### config.mk
export PLATFORM = sky130hd
export DESIGN_NAME = nvc_command_interface
export DESIGN_NICKNAME = d
export VERILOG_FILES = /design/src/hdl/nvc_pkg.sv /design/src/hdl/nvc_command_interface.sv
export SDC_FILE = /design/constraint.sdc
export NUM_CORES = 1
export LEC_CHECK = 0
export ABC_AREA = 1
export BUFFER_PORTS_ARGS = -buffer_cell sky130_fd_sc_hd__buf_2
export CORE_MARGIN = 2
export CORE_UTILIZATION = 54
export CTS_BUF_LIST = sky130_fd_sc_hd__clkbuf_8 sky130_fd_sc_hd__clkbuf_16
export CTS_CLUSTER_DIAMETER = 30
export DETAILED_ROUTE_END_ITERATION = 10
export PLACE_DENSITY = 0.95
export RECOVER_POWER = 25
export SLEW_MARGIN = 5
export SYNTH_ARGS = -nofsm -noshare
export SYNTH_HDL_FRONTEND = slang
export SYNTH_SLANG_ARGS = --single-unit
### constraint.sdc
create_clock -name clk_sys -period 4.8 [get_ports clk_sys]
set_clock_uncertainty 0.15 [all_clocks]
set_input_delay 0.96 -clock clk_sys [delete_from_list [all_inputs] [get_ports clk_sys]]
set_output_delay 0.96 -clock clk_sys [all_outputs]
set_load 0.1 [all_outputs]
### src/hdl/nvc_pkg.sv
package nvc_pkg;

  // ---------------------------------------------------------------------------
  // Register offsets
  // ---------------------------------------------------------------------------
  localparam logic [7:0] OFF_COMMAND_CONTROL     = 8'h00;
  localparam logic [7:0] OFF_READ_CONFIG_CONTROL = 8'h04;
  localparam logic [7:0] OFF_GEOMETRY_PARAMETERS = 8'h08;
  localparam logic [7:0] OFF_IRQ_ENABLE_CLEAR    = 8'h0c;
  localparam logic [7:0] OFF_IRQ_ENABLE_SET      = 8'h10;
  localparam logic [7:0] OFF_IRQ_FLAGS           = 8'h14;
  localparam logic [7:0] OFF_CONTROLLER_STATUS   = 8'h18;
  localparam logic [7:0] OFF_TARGET_LOCATION     = 8'h1c;
  localparam logic [7:0] OFF_REGION_LOCK_BITS    = 8'h20;

  // ---------------------------------------------------------------------------
  // Field positions and reset values
  // ---------------------------------------------------------------------------
  localparam logic [7:0]  EXECUTION_KEY          = 8'ha5;
  localparam logic [31:0] READ_CONFIG_RESET      = 32'h0000_0080;
  localparam logic [31:0] READ_CONFIG_MASK       = 32'h0007_039e;
  localparam int          IRQ_READY_BIT          = 0;
  localparam int          IRQ_ERROR_BIT          = 1;
  localparam int          ST_POWER_REDUCTION_BIT = 0;
  localparam int          ST_LOAD_BIT            = 1;
  localparam int          ST_PROG_ERROR_BIT      = 2;
  localparam int          ST_LOCK_ERROR_BIT      = 3;
  localparam int          ST_ARRAY_ERROR_BIT     = 4;
  localparam int          ST_SECURITY_BIT        = 8;
  localparam int          TARGET_WIDTH           = 22;

  // ---------------------------------------------------------------------------
  // Command codes
  // ---------------------------------------------------------------------------
  localparam logic [6:0] CMD_ERASE_ROW        = 7'h02;
  localparam logic [6:0] CMD_WRITE_PAGE       = 7'h04;
  localparam logic [6:0] CMD_EMU_ERASE_ROW    = 7'h1a;
  localparam logic [6:0] CMD_EMU_WRITE_PAGE   = 7'h1c;
  localparam logic [6:0] CMD_LOCK_REGION      = 7'h40;
  localparam logic [6:0] CMD_UNLOCK_REGION    = 7'h41;
  localparam logic [6:0] CMD_SET_POWER_RED    = 7'h42;
  localparam logic [6:0] CMD_CLEAR_POWER_RED  = 7'h43;
  localparam logic [6:0] CMD_BUFFER_CLEAR     = 7'h44;
  localparam logic [6:0] CMD_SET_SECURITY     = 7'h45;
  localparam logic [6:0] CMD_CACHE_INVALIDATE = 7'h46;

  typedef enum logic [1:0] {
    ST_IDLE,
    ST_PEND,
    ST_RUN
  } nvc_state_e;

  // Command handed to the flash array sequencer.
  typedef struct packed {
    logic        start;
    logic [6:0]  code;
    logic [22:0] byte_addr;
  } nvc_flash_cmd_s;

  // Completion report from the flash array sequencer.
  typedef struct packed {
    logic done;
    logic lock_err;
    logic array_err;
  } nvc_flash_rsp_s;

  // Read configuration fields driven to the read path and cache.
  typedef struct packed {
    logic       manual_write_select;
    logic [3:0] read_wait_states;
    logic [1:0] sleep_power_policy;
    logic [1:0] read_policy;
    logic       cache_off;
  } nvc_config_s;

endpackage

### src/hdl/nvc_command_interface.sv
module nvc_command_interface #(
  parameter logic [15:0] PAGE_COUNT      = 16'h0400,
  parameter logic [2:0]  PAGE_SIZE_CODE  = 3'h0,
  parameter logic [11:0] EMU_PAGE_COUNT  = 12'h000
) (
  // Clock and reset
  input  wire logic                    clk_sys,
  input  wire logic                    resetn,
  // APB register port
  input  wire logic                    psel,
  input  wire logic                    penable,
  input  wire logic                    pwrite,
  input  wire logic [7:0]              paddr,
  input  wire logic [31:0]             pwdata,
  input  wire logic [3:0]              pstrb,
  output logic      [31:0]             prdata,
  output logic                         pready,
  output logic                         pslverr,
  // Module state
  input  wire logic                    module_enable,
  output logic                         irq,
  // AHB flash access side
  input  wire logic                    ahb_access,
  input  wire logic                    ahb_wr_valid,
  input  wire logic [21:0]             ahb_wr_addr,
  output logic                         ahb_stall,
  // Flash array sequencer
  input  wire logic                    flash_busy,
  input  wire logic                    page_loaded,
  input  wire logic [15:0]             region_lock_bits,
  input  wire nvc_pkg::nvc_flash_rsp_s flash_rsp,
  output nvc_pkg::nvc_flash_cmd_s      flash_cmd,
  output nvc_pkg::nvc_config_s         config_out
);

  // ---------------------------------------------------------------------------
  // Helpers
  // ---------------------------------------------------------------------------
  function automatic logic [31:0] merge_lanes(input logic [31:0] old_v, input logic [31:0] new_v,
                                              input logic [3:0] strb);
    logic [31:0] r;
    r = old_v;
    for (int i = 0; i < 4; i++) begin
      if (strb[i]) begin
        r[i*8 +: 8] = new_v[i*8 +: 8];
      end
    end
    return r;
  endfunction

  function automatic logic is_mapped(input logic [7:0] a);
    logic [7:0] w;
    w = {a[7:2], 2'b00};
    return (w == nvc_pkg::OFF_COMMAND_CONTROL) || (w == nvc_pkg::OFF_READ_CONFIG_CONTROL) ||
           (w == nvc_pkg::OFF_GEOMETRY_PARAMETERS) || (w == nvc_pkg::OFF_IRQ_ENABLE_CLEAR) ||
           (w == nvc_pkg::OFF_IRQ_ENABLE_SET) || (w == nvc_pkg::OFF_IRQ_FLAGS) ||
           (w == nvc_pkg::OFF_CONTROLLER_STATUS) || (w == nvc_pkg::OFF_TARGET_LOCATION) ||
           (w == nvc_pkg::OFF_REGION_LOCK_BITS);
  endfunction

  function automatic logic is_known_cmd(input logic [6:0] c);
    return (c == nvc_pkg::CMD_ERASE_ROW) || (c == nvc_pkg::CMD_WRITE_PAGE) ||
           (c == nvc_pkg::CMD_EMU_ERASE_ROW) || (c == nvc_pkg::CMD_EMU_WRITE_PAGE) ||
           (c >= nvc_pkg::CMD_LOCK_REGION && c <= nvc_pkg::CMD_CACHE_INVALIDATE);
  endfunction

  // ---------------------------------------------------------------------------
  // State
  // ---------------------------------------------------------------------------
  nvc_pkg::nvc_state_e     state_reg,      state_next;
  logic [6:0]              cmd_reg,        cmd_next;
  logic [7:0]              key_reg,        key_next;
  logic [31:0]             cfg_reg,        cfg_next;
  logic [1:0]              irq_en_reg,     irq_en_next;
  logic                    err_flag_reg,   err_flag_next;
  logic [21:0]             target_reg,     target_next;
  logic [31:0]             prdata_reg,     prdata_next;
  nvc_pkg::nvc_flash_cmd_s flash_cmd_reg,  flash_cmd_next;

  logic programming_error_flag_reg,   programming_error_flag_next;
  logic locked_region_error_flag_reg, locked_region_error_flag_next;
  logic array_error_flag_reg,         array_error_flag_next;
  logic power_reduction_flag_reg,     power_reduction_flag_next;
  logic security_set_flag_reg,        security_set_flag_next;

  logic        apb_wr;
  logic        apb_setup_rd;
  logic [7:0]  word_addr;
  logic        ready_flag;
  logic [31:0] cmd_word;
  logic [31:0] flags_word;
  logic [31:0] status_word;
  logic [31:0] geom_word;
  logic [31:0] target_word;
  logic [31:0] target_merged;

  assign apb_wr       = psel && penable && pwrite;
  assign apb_setup_rd = psel && !penable && !pwrite;
  assign word_addr    = {paddr[7:2], 2'b00};
  assign ready_flag   = (state_reg == nvc_pkg::ST_IDLE);

  // Key bit 0 shows a command still waiting to be handed to the array.
  assign cmd_word    = {16'h0000, key_reg, 1'b0, cmd_reg};
  assign flags_word  = {30'h0, err_flag_reg, ready_flag};
  assign status_word = {23'h0, security_set_flag_reg, 3'h0, array_error_flag_reg, locked_region_error_flag_reg,
                        programming_error_flag_reg, page_loaded, power_reduction_flag_reg};
  assign geom_word   = {EMU_PAGE_COUNT, 1'b0, PAGE_SIZE_CODE, PAGE_COUNT};
  assign target_word = {10'h000, target_reg};
  assign target_merged = merge_lanes(target_word, pwdata, pstrb);

  // ---------------------------------------------------------------------------
  // Next-state logic
  // ---------------------------------------------------------------------------
  always_comb begin
    state_next     = state_reg;
    cmd_next       = cmd_reg;
    key_next       = key_reg;
    cfg_next       = cfg_reg;
    irq_en_next    = irq_en_reg;
    err_flag_next  = err_flag_reg;
    programming_error_flag_next   = programming_error_flag_reg;
    locked_region_error_flag_next = locked_region_error_flag_reg;
    array_error_flag_next         = array_error_flag_reg;
    power_reduction_flag_next     = power_reduction_flag_reg;
    security_set_flag_next        = security_set_flag_reg;
    target_next    = target_reg;
    prdata_next    = prdata_reg;
    flash_cmd_next = flash_cmd_reg;
    flash_cmd_next.start = 1'b0;

    // Register reads are captured in the setup phase so prdata is a flop.
    if (apb_setup_rd) begin
      case (word_addr)
        nvc_pkg::OFF_COMMAND_CONTROL:     prdata_next = cmd_word;
        nvc_pkg::OFF_READ_CONFIG_CONTROL: prdata_next = cfg_reg;
        nvc_pkg::OFF_GEOMETRY_PARAMETERS: prdata_next = geom_word;
        nvc_pkg::OFF_IRQ_ENABLE_CLEAR:    prdata_next = {30'h0, irq_en_reg};
        nvc_pkg::OFF_IRQ_ENABLE_SET:      prdata_next = {30'h0, irq_en_reg};
        nvc_pkg::OFF_IRQ_FLAGS:           prdata_next = flags_word;
        nvc_pkg::OFF_CONTROLLER_STATUS:   prdata_next = status_word;
        nvc_pkg::OFF_TARGET_LOCATION:     prdata_next = target_word;
        nvc_pkg::OFF_REGION_LOCK_BITS:    prdata_next = {16'h0000, region_lock_bits};
        default:                          prdata_next = 32'h0000_0000;
      endcase
    end

    // Clears by software come first so that a hardware set in the same
    // cycle, applied further down, is never lost.
    if (apb_wr) begin
      case (word_addr)
        nvc_pkg::OFF_COMMAND_CONTROL: begin
          if (pstrb[1]) begin
            if (pwdata[15:8] != nvc_pkg::EXECUTION_KEY) begin
              programming_error_flag_next = 1'b1;
            end else if (state_reg != nvc_pkg::ST_IDLE) begin
              programming_error_flag_next = 1'b1;
            end else begin
              // The code is taken from the same access as the key when lane 0 is strobed.
              if (pstrb[0]) begin
                cmd_next = pwdata[6:0];
              end
              key_next   = pwdata[15:8];
              state_next = nvc_pkg::ST_PEND;
            end
          end else if (pstrb[0]) begin
            cmd_next = pwdata[6:0];
          end
        end
        nvc_pkg::OFF_READ_CONFIG_CONTROL: begin
          if (!module_enable) begin
            cfg_next = merge_lanes(cfg_reg, pwdata, pstrb) & nvc_pkg::READ_CONFIG_MASK;
          end
        end
        nvc_pkg::OFF_IRQ_ENABLE_CLEAR: begin
          if (pstrb[0]) begin
            irq_en_next = irq_en_reg & ~pwdata[1:0];
          end
        end
        nvc_pkg::OFF_IRQ_ENABLE_SET: begin
          if (pstrb[0]) begin
            irq_en_next = irq_en_reg | pwdata[1:0];
          end
        end
        nvc_pkg::OFF_IRQ_FLAGS: begin
          if (pstrb[0] && pwdata[nvc_pkg::IRQ_ERROR_BIT]) begin
            err_flag_next = 1'b0;
          end
        end
        nvc_pkg::OFF_CONTROLLER_STATUS: begin
          if (pstrb[0]) begin
            programming_error_flag_next   = programming_error_flag_reg && !pwdata[nvc_pkg::ST_PROG_ERROR_BIT];
            locked_region_error_flag_next = locked_region_error_flag_reg && !pwdata[nvc_pkg::ST_LOCK_ERROR_BIT];
            array_error_flag_next         = array_error_flag_reg && !pwdata[nvc_pkg::ST_ARRAY_ERROR_BIT];
          end
        end
        nvc_pkg::OFF_TARGET_LOCATION: begin
          target_next = target_merged[21:0];
        end
        default: begin
        end
      endcase
    end

    // An AHB page-buffer write records its halfword address last, so it wins.
    if (ahb_wr_valid) begin
      target_next = ahb_wr_addr;
    end

    case (state_reg)
      nvc_pkg::ST_PEND: begin
        // Waiting out the array and the AHB port keeps AHB ahead.
        if (!ahb_access && !flash_busy) begin
          key_next = {key_reg[7:1], 1'b0};
          if (!is_known_cmd(cmd_reg)) begin
            programming_error_flag_next = 1'b1;
            state_next = nvc_pkg::ST_IDLE;
          end else begin
            flash_cmd_next.start     = 1'b1;
            flash_cmd_next.code      = cmd_reg;
            flash_cmd_next.byte_addr = {target_reg, 1'b0};
            state_next               = nvc_pkg::ST_RUN;
          end
        end
      end
      nvc_pkg::ST_RUN: begin
        if (flash_rsp.done) begin
          state_next = nvc_pkg::ST_IDLE;
          if (flash_rsp.lock_err) begin
            locked_region_error_flag_next = 1'b1;
          end
          if (flash_rsp.array_err) begin
            array_error_flag_next = 1'b1;
          end
          case (flash_cmd_reg.code)
            nvc_pkg::CMD_SET_POWER_RED:   power_reduction_flag_next = 1'b1;
            nvc_pkg::CMD_CLEAR_POWER_RED: power_reduction_flag_next = 1'b0;
            nvc_pkg::CMD_SET_SECURITY:    security_set_flag_next    = 1'b1;
            default: begin
            end
          endcase
        end
      end
      default: begin
      end
    endcase

    // Any status error flag going from 0 to 1 raises the sticky interrupt error flag.
    if ((programming_error_flag_next && !programming_error_flag_reg) ||
        (locked_region_error_flag_next && !locked_region_error_flag_reg) ||
        (array_error_flag_next && !array_error_flag_reg)) begin
      err_flag_next = 1'b1;
    end
  end

  // ---------------------------------------------------------------------------
  // Registers
  // ---------------------------------------------------------------------------
  always_ff @(posedge clk_sys) begin
    if (!resetn) begin
      state_reg     <= nvc_pkg::ST_IDLE;
      cmd_reg       <= 7'h00;
      key_reg       <= 8'h00;
      cfg_reg       <= nvc_pkg::READ_CONFIG_RESET;
      irq_en_reg    <= 2'h0;
      err_flag_reg  <= 1'b0;
      programming_error_flag_reg   <= 1'b0;
      locked_region_error_flag_reg <= 1'b0;
      array_error_flag_reg         <= 1'b0;
      power_reduction_flag_reg     <= 1'b0;
      security_set_flag_reg        <= 1'b0;
      target_reg    <= 22'h000000;
      prdata_reg    <= 32'h0000_0000;
      flash_cmd_reg <= '0;
    end else begin
      state_reg     <= state_next;
      cmd_reg       <= cmd_next;
      key_reg       <= key_next;
      cfg_reg       <= cfg_next;
      irq_en_reg    <= irq_en_next;
      err_flag_reg  <= err_flag_next;
      programming_error_flag_reg   <= programming_error_flag_next;
      locked_region_error_flag_reg <= locked_region_error_flag_next;
      array_error_flag_reg         <= array_error_flag_next;
      power_reduction_flag_reg     <= power_reduction_flag_next;
      security_set_flag_reg        <= security_set_flag_next;
      target_reg    <= target_next;
      prdata_reg    <= prdata_next;
      flash_cmd_reg <= flash_cmd_next;
    end
  end

  // ---------------------------------------------------------------------------
  // Outputs
  // ---------------------------------------------------------------------------
  assign prdata    = prdata_reg;
  assign pready    = 1'b1;
  assign pslverr   = psel && penable && !is_mapped(paddr);
  assign ahb_stall = (state_reg == nvc_pkg::ST_RUN);
  assign flash_cmd = flash_cmd_reg;
  assign irq       = (ready_flag && irq_en_reg[nvc_pkg::IRQ_READY_BIT]) ||
                     (err_flag_reg && irq_en_reg[nvc_pkg::IRQ_ERROR_BIT]);

  assign config_out.manual_write_select = cfg_reg[7];
  assign config_out.read_wait_states    = cfg_reg[4:1];
  assign config_out.sleep_power_policy  = cfg_reg[9:8];
  assign config_out.read_policy         = cfg_reg[17:16];
  assign config_out.cache_off           = cfg_reg[18];

endmodule

==> impl_summary.txt, run 1 <==
----------------------------------------------------
[Status]
  Outcome ... complete, no violations

[CTS]
  Clock sink count ... 109
  Buffers from clock root to sink, at most ... 2
  Count of buffers added by post-CTS timing repair for setup ... 0
  Root Buffer ... sky130_fd_sc_hd__clkbuf_8
  Post-cts repair resize count ... 0
  Clk slew on worst S/H paths ... 0.10 ns
  Number of buffers inserted during clock tree synthesis ... 9
  H-tree Lvls ... 3
  Number of buffers inserted for hold repair after clock tree synthesis ... 0
  Clock latency on the worst-skew pair ... 0.37 ns
  Clock tree from TritonCTS ... yes

[Synth]
  Top post-synthesis cells by area ... sky130_fd_sc_hd__dfxtp_1, sky130_fd_sc_hd__nand2_1, sky130_fd_sc_hd__nor2_1, sky130_fd_sc_hd__o21ai_0, sky130_fd_sc_hd__a21oi_1
  Dominant combinational cell family by area after synthesis ... simple AND/OR/NAND/NOR gates
  Share of synthesized area spent on multiplexers ... 0
  Post-Syn Area ... 0.00498 mm2
  Share of the synthesized netlist area taken by xor and xnor gates ... 0
  Simple-gate portion of the synthesized area ... 0.291
  Post-synth cell types ... 36
  Most used flip-flop cell after synthesis ... sky130_fd_sc_hd__dfxtp_1
  Ys async rst share ... 0
  Count of warnings emitted by yosys ... 0
  Share of the synthesized area in compound gates (AO/OA/AOI/OAI) ... 0.166
  Number of enable flip-flop cells after synthesis ... 0
  Adder-Cell Fraction of Synth Area ... 0.00754
  Synthesized area per cell ... 6.92 um2
  Leading cell type by number of instances after synthesis ... sky130_fd_sc_hd__nand2_1
  Largest area contributor in the synthesized netlist ... sky130_fd_sc_hd__dfxtp_1
  Number of synthesized register bits ... 109
  Part of the Yosys area used for sequential elements ... 0.438
  Synthesized netlist cell count ... 719
  Synth top cells by count ... sky130_fd_sc_hd__nand2_1, sky130_fd_sc_hd__dfxtp_1, sky130_fd_sc_hd__nor2_1
  Area share of the largest cell type after synthesis ... 0.438

[Finish]
  Share of cells above drive strength 1 ... 0.176
  Number of antenna diodes ... 0
  Number of standard cells in the layout, taps in and fillers out ... 965
  Number of nets in the layout ... 947
  Growth of design area from synthesis to finish ... 17.0%
  Flip-flop count of the largest register after layout ... 30

[Timing]
  Max Freq ... 0.275 GHz
  Transition time at the pin with the least slew margin ... 1.21 ns
  Worst hold margin ... 0.304 ns
  Max-slew violation count ... 0
  Minimum period implied by the final worst setup slack ... 3.64 ns
  Setup TNS ... 0 ns
  Slack of the critical path ... 1.16 ns
  RSZ-0062 raised after global routing ... false
  Final hold vios ... 0
  Tcrit/Tclk final ... 0.758
  Max-Slew Margin vs Limit ... 0.198
  Final Setup Violations ... 0

[Power]
  Clock group share of total power ... 0.324
  Sw Share ... 0.286
  Max VDD drop ... 0.129 mV
  Internal portion of total power ... 1.16 mW
  Power Total ... 1.62 mW
  Leakage power figure ... 2.74 nW
  Fraction of power consumed by combinational cells ... 0.101
  Proportion of power drawn by flip-flops and latches ... 0.574
  Power density cells ... 278 mW/mm2
  Power spent charging and discharging nets ... 0.463 mW

[Hold path]
  Hold path endpoint ... flash_cmd[28]
  Hold wc startpoint ... flash_cmd[28]
  Hold Crit Class ... reg2reg
  Number of cells on the worst hold path ... 2

[Placed design]
  Placement-stage worst setup slack ... 1.21 ns
  Number of cells in the design after placement ... 949
  HPWL after detailed placement ... 10,700 um
  Total of buffers placed on input and output ports ... 146
  Final weighted congestion of routability-driven global placement ... 0.962

[Setup path]
  Worst R2R End ... flash_cmd[27]
  Cell-by-cell trace of the critical path ... clkbuf_1 -> nor2_1 -> nand3_1 -> clkinv_1 -> nor4_2 -> buf_2
  Standard cell with the maximum stage delay on the critical path ... sky130_fd_sc_hd__buf_2
  Number of buffers and inverters on the critical path ... 3
  Number of cells traversed by the worst register-to-register path ... 10
  Data required time of the critical path ... 3.69 ns
  Highest net fanout along the worst path ... 17
  Worst stage delay on the critical path ... 0.47 ns
  Reg-to-reg startpoint ... state_reg[1]
  Critical path endpoint category ... output port
  Family of cells with the greatest summed delay on the critical path ... buffers and inverters
  Arr. time, crit path ... 2.53 ns
  Register-to-register setup slack ... 1.62 ns
  Startpoint class of the critical path ... input port
  Critical path type ... in2out

[Global route]
  Total track usage ... 0.292
  Pin count of the biggest net entering global routing ... 59
  Aggregate global routing overflow ... 0
  Number of antenna violations at the first check in global routing ... 0
  Global-route wire length before repair ... 23,300 um
  Number of global-route vias before repair ... 4,732

[Route]
  Total via count in the routed design ... 5,196
  First-pass iteration count of the detailed router ... 5
  Starting DRT DRC Count ... 452
  Average wire per cell in the routed design ... 15.1 um
  Detailed-route vias per instance ... 5.38
  Post-route DRC ... 0
  Number of nets still failing antenna checks after routing ... 0
  Routed wire length ... 14,500 um

[Floorplanning]
  Die ar. ... 0.0100 mm2
  Chip Width ... 100 um
  Starting utilization of the core area ... 0.547
  Count of standard-cell rows ... 35
  I/O pins ... 172
  Die Height ... 100 um
  Core area ... 0.00911 mm2

[Job]
  Number of maximum-capacitance violations ... 0

----------------------------------------------------
[power groups by stage]
stage,clock network (mW),logic (mW),registers [mW]
2_1_floorplan,0,0.111,0.946
6_report,0.526,0.164,0.931
3_5_place_dp,0,0.162,0.950
4_1_cts,0.525,0.163,0.930
5_1_grt,0.556,0.177,0.932
3_3_place_gp,0,0.160,0.950
[per-layer routing]
metal	wire length, um	track usage
met1	6560	0.424
met2	6450	0.445
met3	1140	0.0376
met4	408	0.112
met5	0	0
[worst max-delay path by stage]
| stage | start | endpoint | slack, ns | cells past startpoint |
|---|---|---|---|---|
| floorplan | paddr[3] | pslverr | 0.51 | 5 |
| global placement | paddr[5] | pslverr | 1.21 | 7 |
| detailed placement | paddr[5] | pslverr | 1.21 | 7 |
| CTS | paddr[5] | pslverr | 1.20 | 7 |
| global route | paddr[7] | pslverr | 1.0 | 6 |
| finish | paddr[7] | pslverr | 1.16 | 6 |
[tightest hold or removal path: cells and delay by family, from the launching register on]
kind | cells | cell delay, ns
flops | 1 | 0.33
simple gates | 2 | 0.08
[cells in the final DEF (no fill, tap or decap), types with 2 or more instances in the layout]
cell type	n
sky130_fd_sc_hd__nor3_2	2
sky130_fd_sc_hd__nor3_1	2
sky130_fd_sc_hd__inv_6	2
sky130_fd_sc_hd__or2_2	2
sky130_fd_sc_hd__clkbuf_1	32
sky130_fd_sc_hd__a21oi_1	45
sky130_fd_sc_hd__nor4_1	2
sky130_fd_sc_hd__clkinv_1	4
sky130_fd_sc_hd__inv_8	2
sky130_fd_sc_hd__a211oi_1	6
sky130_fd_sc_hd__o211ai_1	5
sky130_fd_sc_hd__clkbuf_8	9
sky130_fd_sc_hd__a22oi_1	6
sky130_fd_sc_hd__buf_4	3
sky130_fd_sc_hd__o21ai_0	62
sky130_fd_sc_hd__conb_1	12
sky130_fd_sc_hd__nand4_1	4
sky130_fd_sc_hd__nand2_1	192
sky130_fd_sc_hd__nor2_2	4
sky130_fd_sc_hd__buf_2	116
sky130_fd_sc_hd__a31oi_1	19
sky130_fd_sc_hd__ha_1	3
sky130_fd_sc_hd__inv_2	4
sky130_fd_sc_hd__dfxtp_1	109
sky130_fd_sc_hd__nand3_1	37
sky130_fd_sc_hd__inv_1	59
sky130_fd_sc_hd__o21ai_1	2
sky130_fd_sc_hd__nor2_1	96
[final cells by class]
class / instances / area [um2]
clock buffer: 9 / 124
clock inverter: 7 / 56.3
fill: 821 / 3290
inverter: 66 / 248
multi-input combinational: 512 / 2350
sequential: 109 / 2180
tap: 111 / 139
timing repair buffer: 151 / 723
[logic make-up after synthesis]
logic type | count (synthesis)
simple gates | 348
compound gates | 149
flops | 109
buf+inv | 108
fa+ha+maj | 3
other cells | 2
[through the flow]
| step | cell area [um2] | utilization |
|---|---|---|
| after CTS | 5890 | 0.646 |
| after global placement | 5710 | 0.626 |
| final | 5820 | 0.639 |
| after floorplan | 5020 | - |
| after global routing | 5820 | 0.639 |
| after detailed placement | 5710 | 0.626 |
Power figures use the tool's default switching activity.
==> run 2, diff against run 1 <==
--- a/config.mk
+++ b/config.mk
@@ -5,14 +5,14 @@
 export SDC_FILE = /design/constraint.sdc
 export NUM_CORES = 1
 export LEC_CHECK = 0
-export ABC_AREA = 1
+export ABC_AREA = 0
 export BUFFER_PORTS_ARGS = -buffer_cell sky130_fd_sc_hd__buf_2
 export CORE_MARGIN = 2
-export CORE_UTILIZATION = 54
+export CORE_UTILIZATION = 50
 export CTS_BUF_LIST = sky130_fd_sc_hd__clkbuf_8 sky130_fd_sc_hd__clkbuf_16
 export CTS_CLUSTER_DIAMETER = 30
 export DETAILED_ROUTE_END_ITERATION = 10
-export PLACE_DENSITY = 0.95
+export PLACE_DENSITY = 0.9
 export RECOVER_POWER = 25
 export SLEW_MARGIN = 5
 export SYNTH_ARGS = -nofsm -noshare
==> constraint.sdc (replaced) <==
create_clock -name clk_sys -period 3.4 [get_ports clk_sys]
set_clock_uncertainty 0.15 [all_clocks]
set_input_delay 0.68 -clock clk_sys [delete_from_list [all_inputs] [get_ports clk_sys]]
set_output_delay 0.68 -clock clk_sys [all_outputs]
set_load 0.1 [all_outputs]
==> run 2 against run 1 <==
Effect of this change:
- combinational power rose by 76%
- sequential share of layout area fell by 1.1 points
- sequential power rose by 42%
- die area rose by 9.6%
- clock power rose by 44%
- setup slack got worse by 0.40 ns
- highest routed layer unchanged
==> impl_summary.txt, run 2 <==
----------------------------------------------------
[Setup path]
  Critical path type ... in2out
  Highest net fanout along the worst path ... 13
  Register-to-register setup slack ... 1.17 ns
  Data required time of the critical path ... 2.57 ns
  Startpoint class of the critical path ... input port
  Arr. time, crit path ... 1.81 ns
  Critical path endpoint category ... output port
  Number of cells traversed by the worst register-to-register path ... 6

[Floorplanning]
  Die Height ... 105 um
  Core area ... 0.00982 mm2
  I/O pins ... 172
  Starting utilization of the core area ... 0.516
  Chip Width ... 105 um
  Die ar. ... 0.0110 mm2
  Count of standard-cell rows ... 36

[Timing]
  Max-slew violation count ... 0
  Final hold vios ... 0
  Max-Slew Margin vs Limit ... 0.195
  Worst hold margin ... 0.297 ns
  Setup TNS ... 0 ns
  Transition time at the pin with the least slew margin ... 1.21 ns
  Max Freq ... 0.379 GHz
  RSZ-0062 raised after global routing ... false
  Final Setup Violations ... 0
  Tcrit/Tclk final ... 0.775
  Minimum period implied by the final worst setup slack ... 2.64 ns

[Synth]
  Post-Syn Area ... 0.00507 mm2
  Synthesized area per cell ... 9.10 um2
  Number of synthesized register bits ... 109
  Count of warnings emitted by yosys ... 0
  Area share of the largest cell type after synthesis ... 0.430
  Leading cell type by number of instances after synthesis ... sky130_fd_sc_hd__dfxtp_1
  Part of the Yosys area used for sequential elements ... 0.430
  Largest area contributor in the synthesized netlist ... sky130_fd_sc_hd__dfxtp_1
  Ys async rst share ... 0
  Top post-synthesis cells by area ... sky130_fd_sc_hd__dfxtp_1, sky130_fd_sc_hd__mux2i_1, sky130_fd_sc_hd__nand2_1, sky130_fd_sc_hd__o21ai_0, sky130_fd_sc_hd__a21oi_1
  Number of enable flip-flop cells after synthesis ... 0
  Synth top cells by count ... sky130_fd_sc_hd__dfxtp_1, sky130_fd_sc_hd__nand2_1, sky130_fd_sc_hd__mux2i_1
  Most used flip-flop cell after synthesis ... sky130_fd_sc_hd__dfxtp_1
  Synthesized netlist cell count ... 557
  Post-synth cell types ... 63

[CTS]
  Number of buffers inserted for hold repair after clock tree synthesis ... 0
  H-tree Lvls ... 3
  Clock latency on the worst-skew pair ... 0.38 ns
  Count of buffers added by post-CTS timing repair for setup ... 0
  Post-cts repair resize count ... 0
  Clock sink count ... 109
  Number of buffers inserted during clock tree synthesis ... 9
  Buffers from clock root to sink, at most ... 2
  Clk slew on worst S/H paths ... 0.09 ns
  Root Buffer ... sky130_fd_sc_hd__clkbuf_8
  Clock tree from TritonCTS ... yes

[Global route]
  Number of antenna violations at the first check in global routing ... 0
  Global-route wire length before repair ... 23,500 um
  Total track usage ... 0.270
  Aggregate global routing overflow ... 0
  Pin count of the biggest net entering global routing ... 58
  Number of global-route vias before repair ... 4,776

[Route]
  First-pass iteration count of the detailed router ... 9
  Starting DRT DRC Count ... 361
  Detailed-route vias per instance ... 5.92
  Post-route DRC ... 0
  Number of nets still failing antenna checks after routing ... 0
  Routed wire length ... 14,900 um
  Average wire per cell in the routed design ... 18.1 um
  Total via count in the routed design ... 4,881

[Placed design]
  Number of cells in the design after placement ... 809
  HPWL after detailed placement ... 11,000 um
  Total of buffers placed on input and output ports ... 146
  Final weighted congestion of routability-driven global placement ... 0.875

[Job]
  Number of maximum-capacitance violations ... 0

[Finish]
  Number of antenna diodes ... 0
  Most common library cell in the layout ignoring fill and taps ... sky130_fd_sc_hd__dfxtp_1
  Number of nets in the layout ... 785
  Flip-flop count of the largest register after layout ... 30
  Multi-input gate area in the final layout ... 0.00267 mm2
  Share of cells above drive strength 1 ... 0.218
  Final core occ ... 0.611
  Most frequent cells in the layout ... sky130_fd_sc_hd__dfxtp_1, sky130_fd_sc_hd__buf_2, sky130_fd_sc_hd__nand2_1, sky130_fd_sc_hd__mux2i_1, sky130_fd_sc_hd__clkbuf_1
  Growth of design area from synthesis to finish ... 18.2%
  Total of fill cells in the finished design ... 877
  Storage cell area ... 0.00218 mm2
  Number of standard cells in the layout, taps in and fillers out ... 825

[Hold path]
  Number of cells on the worst hold path ... 2
  Hold Crit Class ... reg2reg

[Power]
  Max VDD drop ... 0.222 mV
  Power density cells ... 394 mW/mm2
  Leakage power figure ... 2.19 nW

[Status]
  Outcome ... complete, no violations

----------------------------------------------------
==> run 2: cell types whose count changed after synthesis, moves of 8 or more <==
cell / previous run / this run
sky130_fd_sc_hd__clkbuf_1: 18 / 26
sky130_fd_sc_hd__nand3_1: 37 / 19
sky130_fd_sc_hd__o21ai_0: 62 / 36
sky130_fd_sc_hd__a222oi_1: 0 / 14
sky130_fd_sc_hd__mux2i_1: 0 / 69
sky130_fd_sc_hd__a21oi_1: 45 / 35
sky130_fd_sc_hd__nand2_1: 192 / 84
sky130_fd_sc_hd__nor2_1: 93 / 25
sky130_fd_sc_hd__inv_1: 57 / 7
sky130_fd_sc_hd__a31oi_1: 19 / 4
==> run 2: power by group <==
part | switching, mW | total [mW] | leakage (nW) | internal [mW]
clock | 0.432 | 0.755 | 0.104 | 0.323
combinational | 0.216 | 0.288 | 1.21 | 0.0720
sequential | 0.0198 | 1.32 | 0.884 | 1.30
==> run 2: final cells by class <==
| type | count | area share |
|---|---|---|
| multi-input cells | 402 | 0.444 |
| flip-flops and latches | 109 | 0.364 |
| repair buffers | 157 | 0.128 |
| well taps | 133 | 0.0278 |
| clock buffers | 12 | 0.0275 |
| inverters | 8 | 0.00501 |
| clock inverters | 4 | 0.00376 |
==> run 2: worst paths after layout <==
path,end,start
max,pslverr,paddr[3]
min,flash_cmd[28],flash_cmd[28]
max reg2reg,flash_cmd[3],state_reg[1]
min reg2reg,flash_cmd[28],flash_cmd[28]
==> run 2: stage by stage <==
stage | power (mW) | instance area, um2 | worst slack [ns]
floorplan | 1.54 | 5110 | 0.895
global placement | 1.62 | 5860 | 0.560
detailed placement | 1.63 | 5860 | 0.536
CTS | 2.37 | 6050 | 0.770
global route | 2.44 | 6000 | 0.747
finish | 2.36 | 6000 | 0.764
==> run 2: routing by layer <==
metal  track usage  part of all wire  vias up
met1         0.329              0.40     2288
met5             0                 0        -
met2         0.431              0.47      281
met3        0.0780              0.10       43
li1              -                 -     2269
met4         0.143             0.030        0
==> run 2: cells by family after synthesis <==
group	share of synthesized area
compound gates	0.168
xor+xnor	0.00173
buf+inv	0.0535
mux	0.136
other cells	0.00148
flops	0.430
simple gates	0.201
fa+ha+maj	0.00740
==> run 2: critical path, stage by stage <==
cell and delay, ns:
sky130_fd_sc_hd__buf_2 0.18, sky130_fd_sc_hd__o31a_1 0.36, sky130_fd_sc_hd__o311a_1 0.30, sky130_fd_sc_hd__buf_2 0.29
==> run 3, diff against run 2 <==
==> constraint.sdc (replaced) <==
create_clock -name clk_sys -period 2.5 [get_ports clk_sys]
set_clock_uncertainty 0.15 [all_clocks]
set_input_delay 0.5 -clock clk_sys [delete_from_list [all_inputs] [get_ports clk_sys]]
set_output_delay 0.5 -clock clk_sys [all_outputs]
set_load 0.1 [all_outputs]
==> run 3 against run 2 <==
Effect of this change:
- sequential power rose by 36%
- final cell count rose by 1.8%
- first-iteration DRC count rose by 28%
- critical path depth did not move
- setup slack got worse by 0.57 ns
==> impl_summary.txt, run 3 (synthesis results as in run 2) <==
----------------------------------------------------
[Route]
  Detailed-route vias per instance ... 5.90
  Number of nets still failing antenna checks after routing ... 0
  Total via count in the routed design ... 4,955
  First-pass iteration count of the detailed router ... 8
  Average wire per cell in the routed design ... 18.1 um
  Post-route DRC ... 0
  Routed wire length ... 15,200 um
  Starting DRT DRC Count ... 463

[Setup path]
  Arr. time, crit path ... 1.65 ns
  Standard cell with the maximum stage delay on the critical path ... sky130_fd_sc_hd__o31a_1
  Data required time of the critical path ... 1.85 ns
  Cell-by-cell trace of the critical path ... buf_2 -> o31a_1 -> o311a_1 -> buf_2
  Startpoint class of the critical path ... input port
  Worst stage delay on the critical path ... 0.36 ns
  Critical path endpoint category ... output port
  Critical path type ... in2out
  Highest net fanout along the worst path ... 13
  Family of cells with the greatest summed delay on the critical path ... compound AO/OA/AOI/OAI gates
  Cell seen most often among critical-path stages ... sky130_fd_sc_hd__buf_2
  Number of buffers and inverters on the critical path ... 2

[Placed design]
  Number of cells in the design after placement ... 824
  Final weighted congestion of routability-driven global placement ... 0.894
  Total of buffers placed on input and output ports ... 146
  HPWL after detailed placement ... 11,100 um

[Power]
  Power Total ... 3.49 mW
  Leakage power figure ... 2.38 nW
  Max VDD drop ... 0.347 mV
  Power density cells ... 559 mW/mm2

[CTS]
  Buffers from clock root to sink, at most ... 2
  Number of buffers inserted for hold repair after clock tree synthesis ... 0
  Clock sink count ... 109
  Clock tree from TritonCTS ... yes
  Clk slew on worst S/H paths ... 0.10 ns
  Root Buffer ... sky130_fd_sc_hd__clkbuf_8
  Post-cts repair resize count ... 0
  Count of buffers added by post-CTS timing repair for setup ... 0
  Clock latency on the worst-skew pair ... 0.39 ns
  H-tree Lvls ... 3
  Number of buffers inserted during clock tree synthesis ... 9

[Global route]
  Number of antenna violations at the first check in global routing ... 0
  Number of global-route vias before repair ... 4,820
  Aggregate global routing overflow ... 0
  Global-route wire length before repair ... 23,700 um
  Total track usage ... 0.271
  Pin count of the biggest net entering global routing ... 115

[Floorplanning]
  Starting utilization of the core area ... 0.516
  Count of standard-cell rows ... 36
  Chip Width ... 105 um
  Die ar. ... 0.0110 mm2
  I/O pins ... 172
  Core area ... 0.00982 mm2
  Die Height ... 105 um

[Timing]
  Minimum period implied by the final worst setup slack ... 2.30 ns
  Final hold vios ... 0
  Setup TNS ... 0 ns
  Tcrit/Tclk final ... 0.921
  Max-slew violation count ... 0
  RSZ-0062 raised after global routing ... false
  Max-Slew Margin vs Limit ... 0.219
  Final Setup Violations ... 0
  Max Freq ... 0.434 GHz
  Transition time at the pin with the least slew margin ... 1.18 ns

[Finish]
  Total of fill cells in the finished design ... 815
  Flip-flop count of the largest register after layout ... 30
  Growth of design area from synthesis to finish ... 23.1%
  Number of antenna diodes ... 0
  Most frequent cells in the layout ... sky130_fd_sc_hd__buf_2, sky130_fd_sc_hd__dfxtp_1, sky130_fd_sc_hd__nand2_1, sky130_fd_sc_hd__mux2i_1, sky130_fd_sc_hd__o21ai_0
  Number of standard cells in the layout, taps in and fillers out ... 840
  Number of nets in the layout ... 800
  Most common library cell in the layout ignoring fill and taps ... sky130_fd_sc_hd__buf_2
  Final core occ ... 0.636
  Share of cells above drive strength 1 ... 0.263

[Hold path]
  Hold Crit Class ... in2reg

[Job]
  Number of maximum-capacitance violations ... 0

[Status]
  Outcome ... complete, no violations

----------------------------------------------------
run 3: cell types whose count changed in the layout (fill, tap and decap cells not counted), moves of 2 or more:
cell	before	now
sky130_fd_sc_hd__buf_2	104	110
sky130_fd_sc_hd__inv_6	0	2
sky130_fd_sc_hd__clkbuf_1	41	20
sky130_fd_sc_hd__buf_4	12	20
sky130_fd_sc_hd__bufinv_16	0	3
sky130_fd_sc_hd__clkbuf_8	12	9
sky130_fd_sc_hd__buf_12	0	5
sky130_fd_sc_hd__clkbuf_2	0	16
run 3: cell type report:
class	count	area (um2)	share of cell area
Multi-Input combinational cell	402	2660	0.426
Sequential cell	109	2180	0.350
Timing Repair Buffer	172	960	0.154
Tap cell	133	166	0.0267
Inverter	8	30.0	0.00481
Clock buffer	9	124	0.0198
Clock inverter	7	120	0.0192
run 3: per-stage QoR:
step	hold WS, ns	setup WS, ns	cell area [um2]
5_1_grt	0.179	0.165	6240
3_5_place_dp	0.287	0.0186	6030
4_1_cts	0.177	0.214	6280
3_3_place_gp	0.278	0.0789	6030
2_1_floorplan	0.290	0.0597	5110
6_report	0.189	0.196	6240
run 3: where the power goes:
group,internal (mW),total (mW),switching (mW)
Combinational,0.104,0.400,0.296
Clock,0.670,1.29,0.624
Sequential,1.77,1.79,0.0270
run 3: per-layer routing:
layer / GRT usage / up-vias / routed length, um
met5: 0 / - / 0
met1: 0.332 / 2275 / 6010
met2: 0.433 / 325 / 7040
li1: - / 2296 / -
met3: 0.0799 / 59 / 1600
met4: 0.142 / 0 / 522
run 3: path summary, 6_finish.rpt:
path	startpoint	to	slack, ns	depth (start not counted)
setup / recovery	paddr[3]	pslverr	0.20	4
hold / removal	pwdata[7]	cfg_reg[7]	0.19	3
setup reg to reg	state_reg[1]	flash_cmd[29]	0.27	6
hold reg to reg	flash_cmd[28]	flash_cmd[28]	0.30	2
run 3: worst register-to-register path, stage by stage (launching register included):
cell and delay [ns]:
sky130_fd_sc_hd__dfxtp_1 0.34, sky130_fd_sc_hd__inv_1 0.08, sky130_fd_sc_hd__ha_1 0.17, sky130_fd_sc_hd__or3b_2 0.53
sky130_fd_sc_hd__nor3_2 0.28, sky130_fd_sc_hd__buf_4 0.34, sky130_fd_sc_hd__mux2i_1 0.26
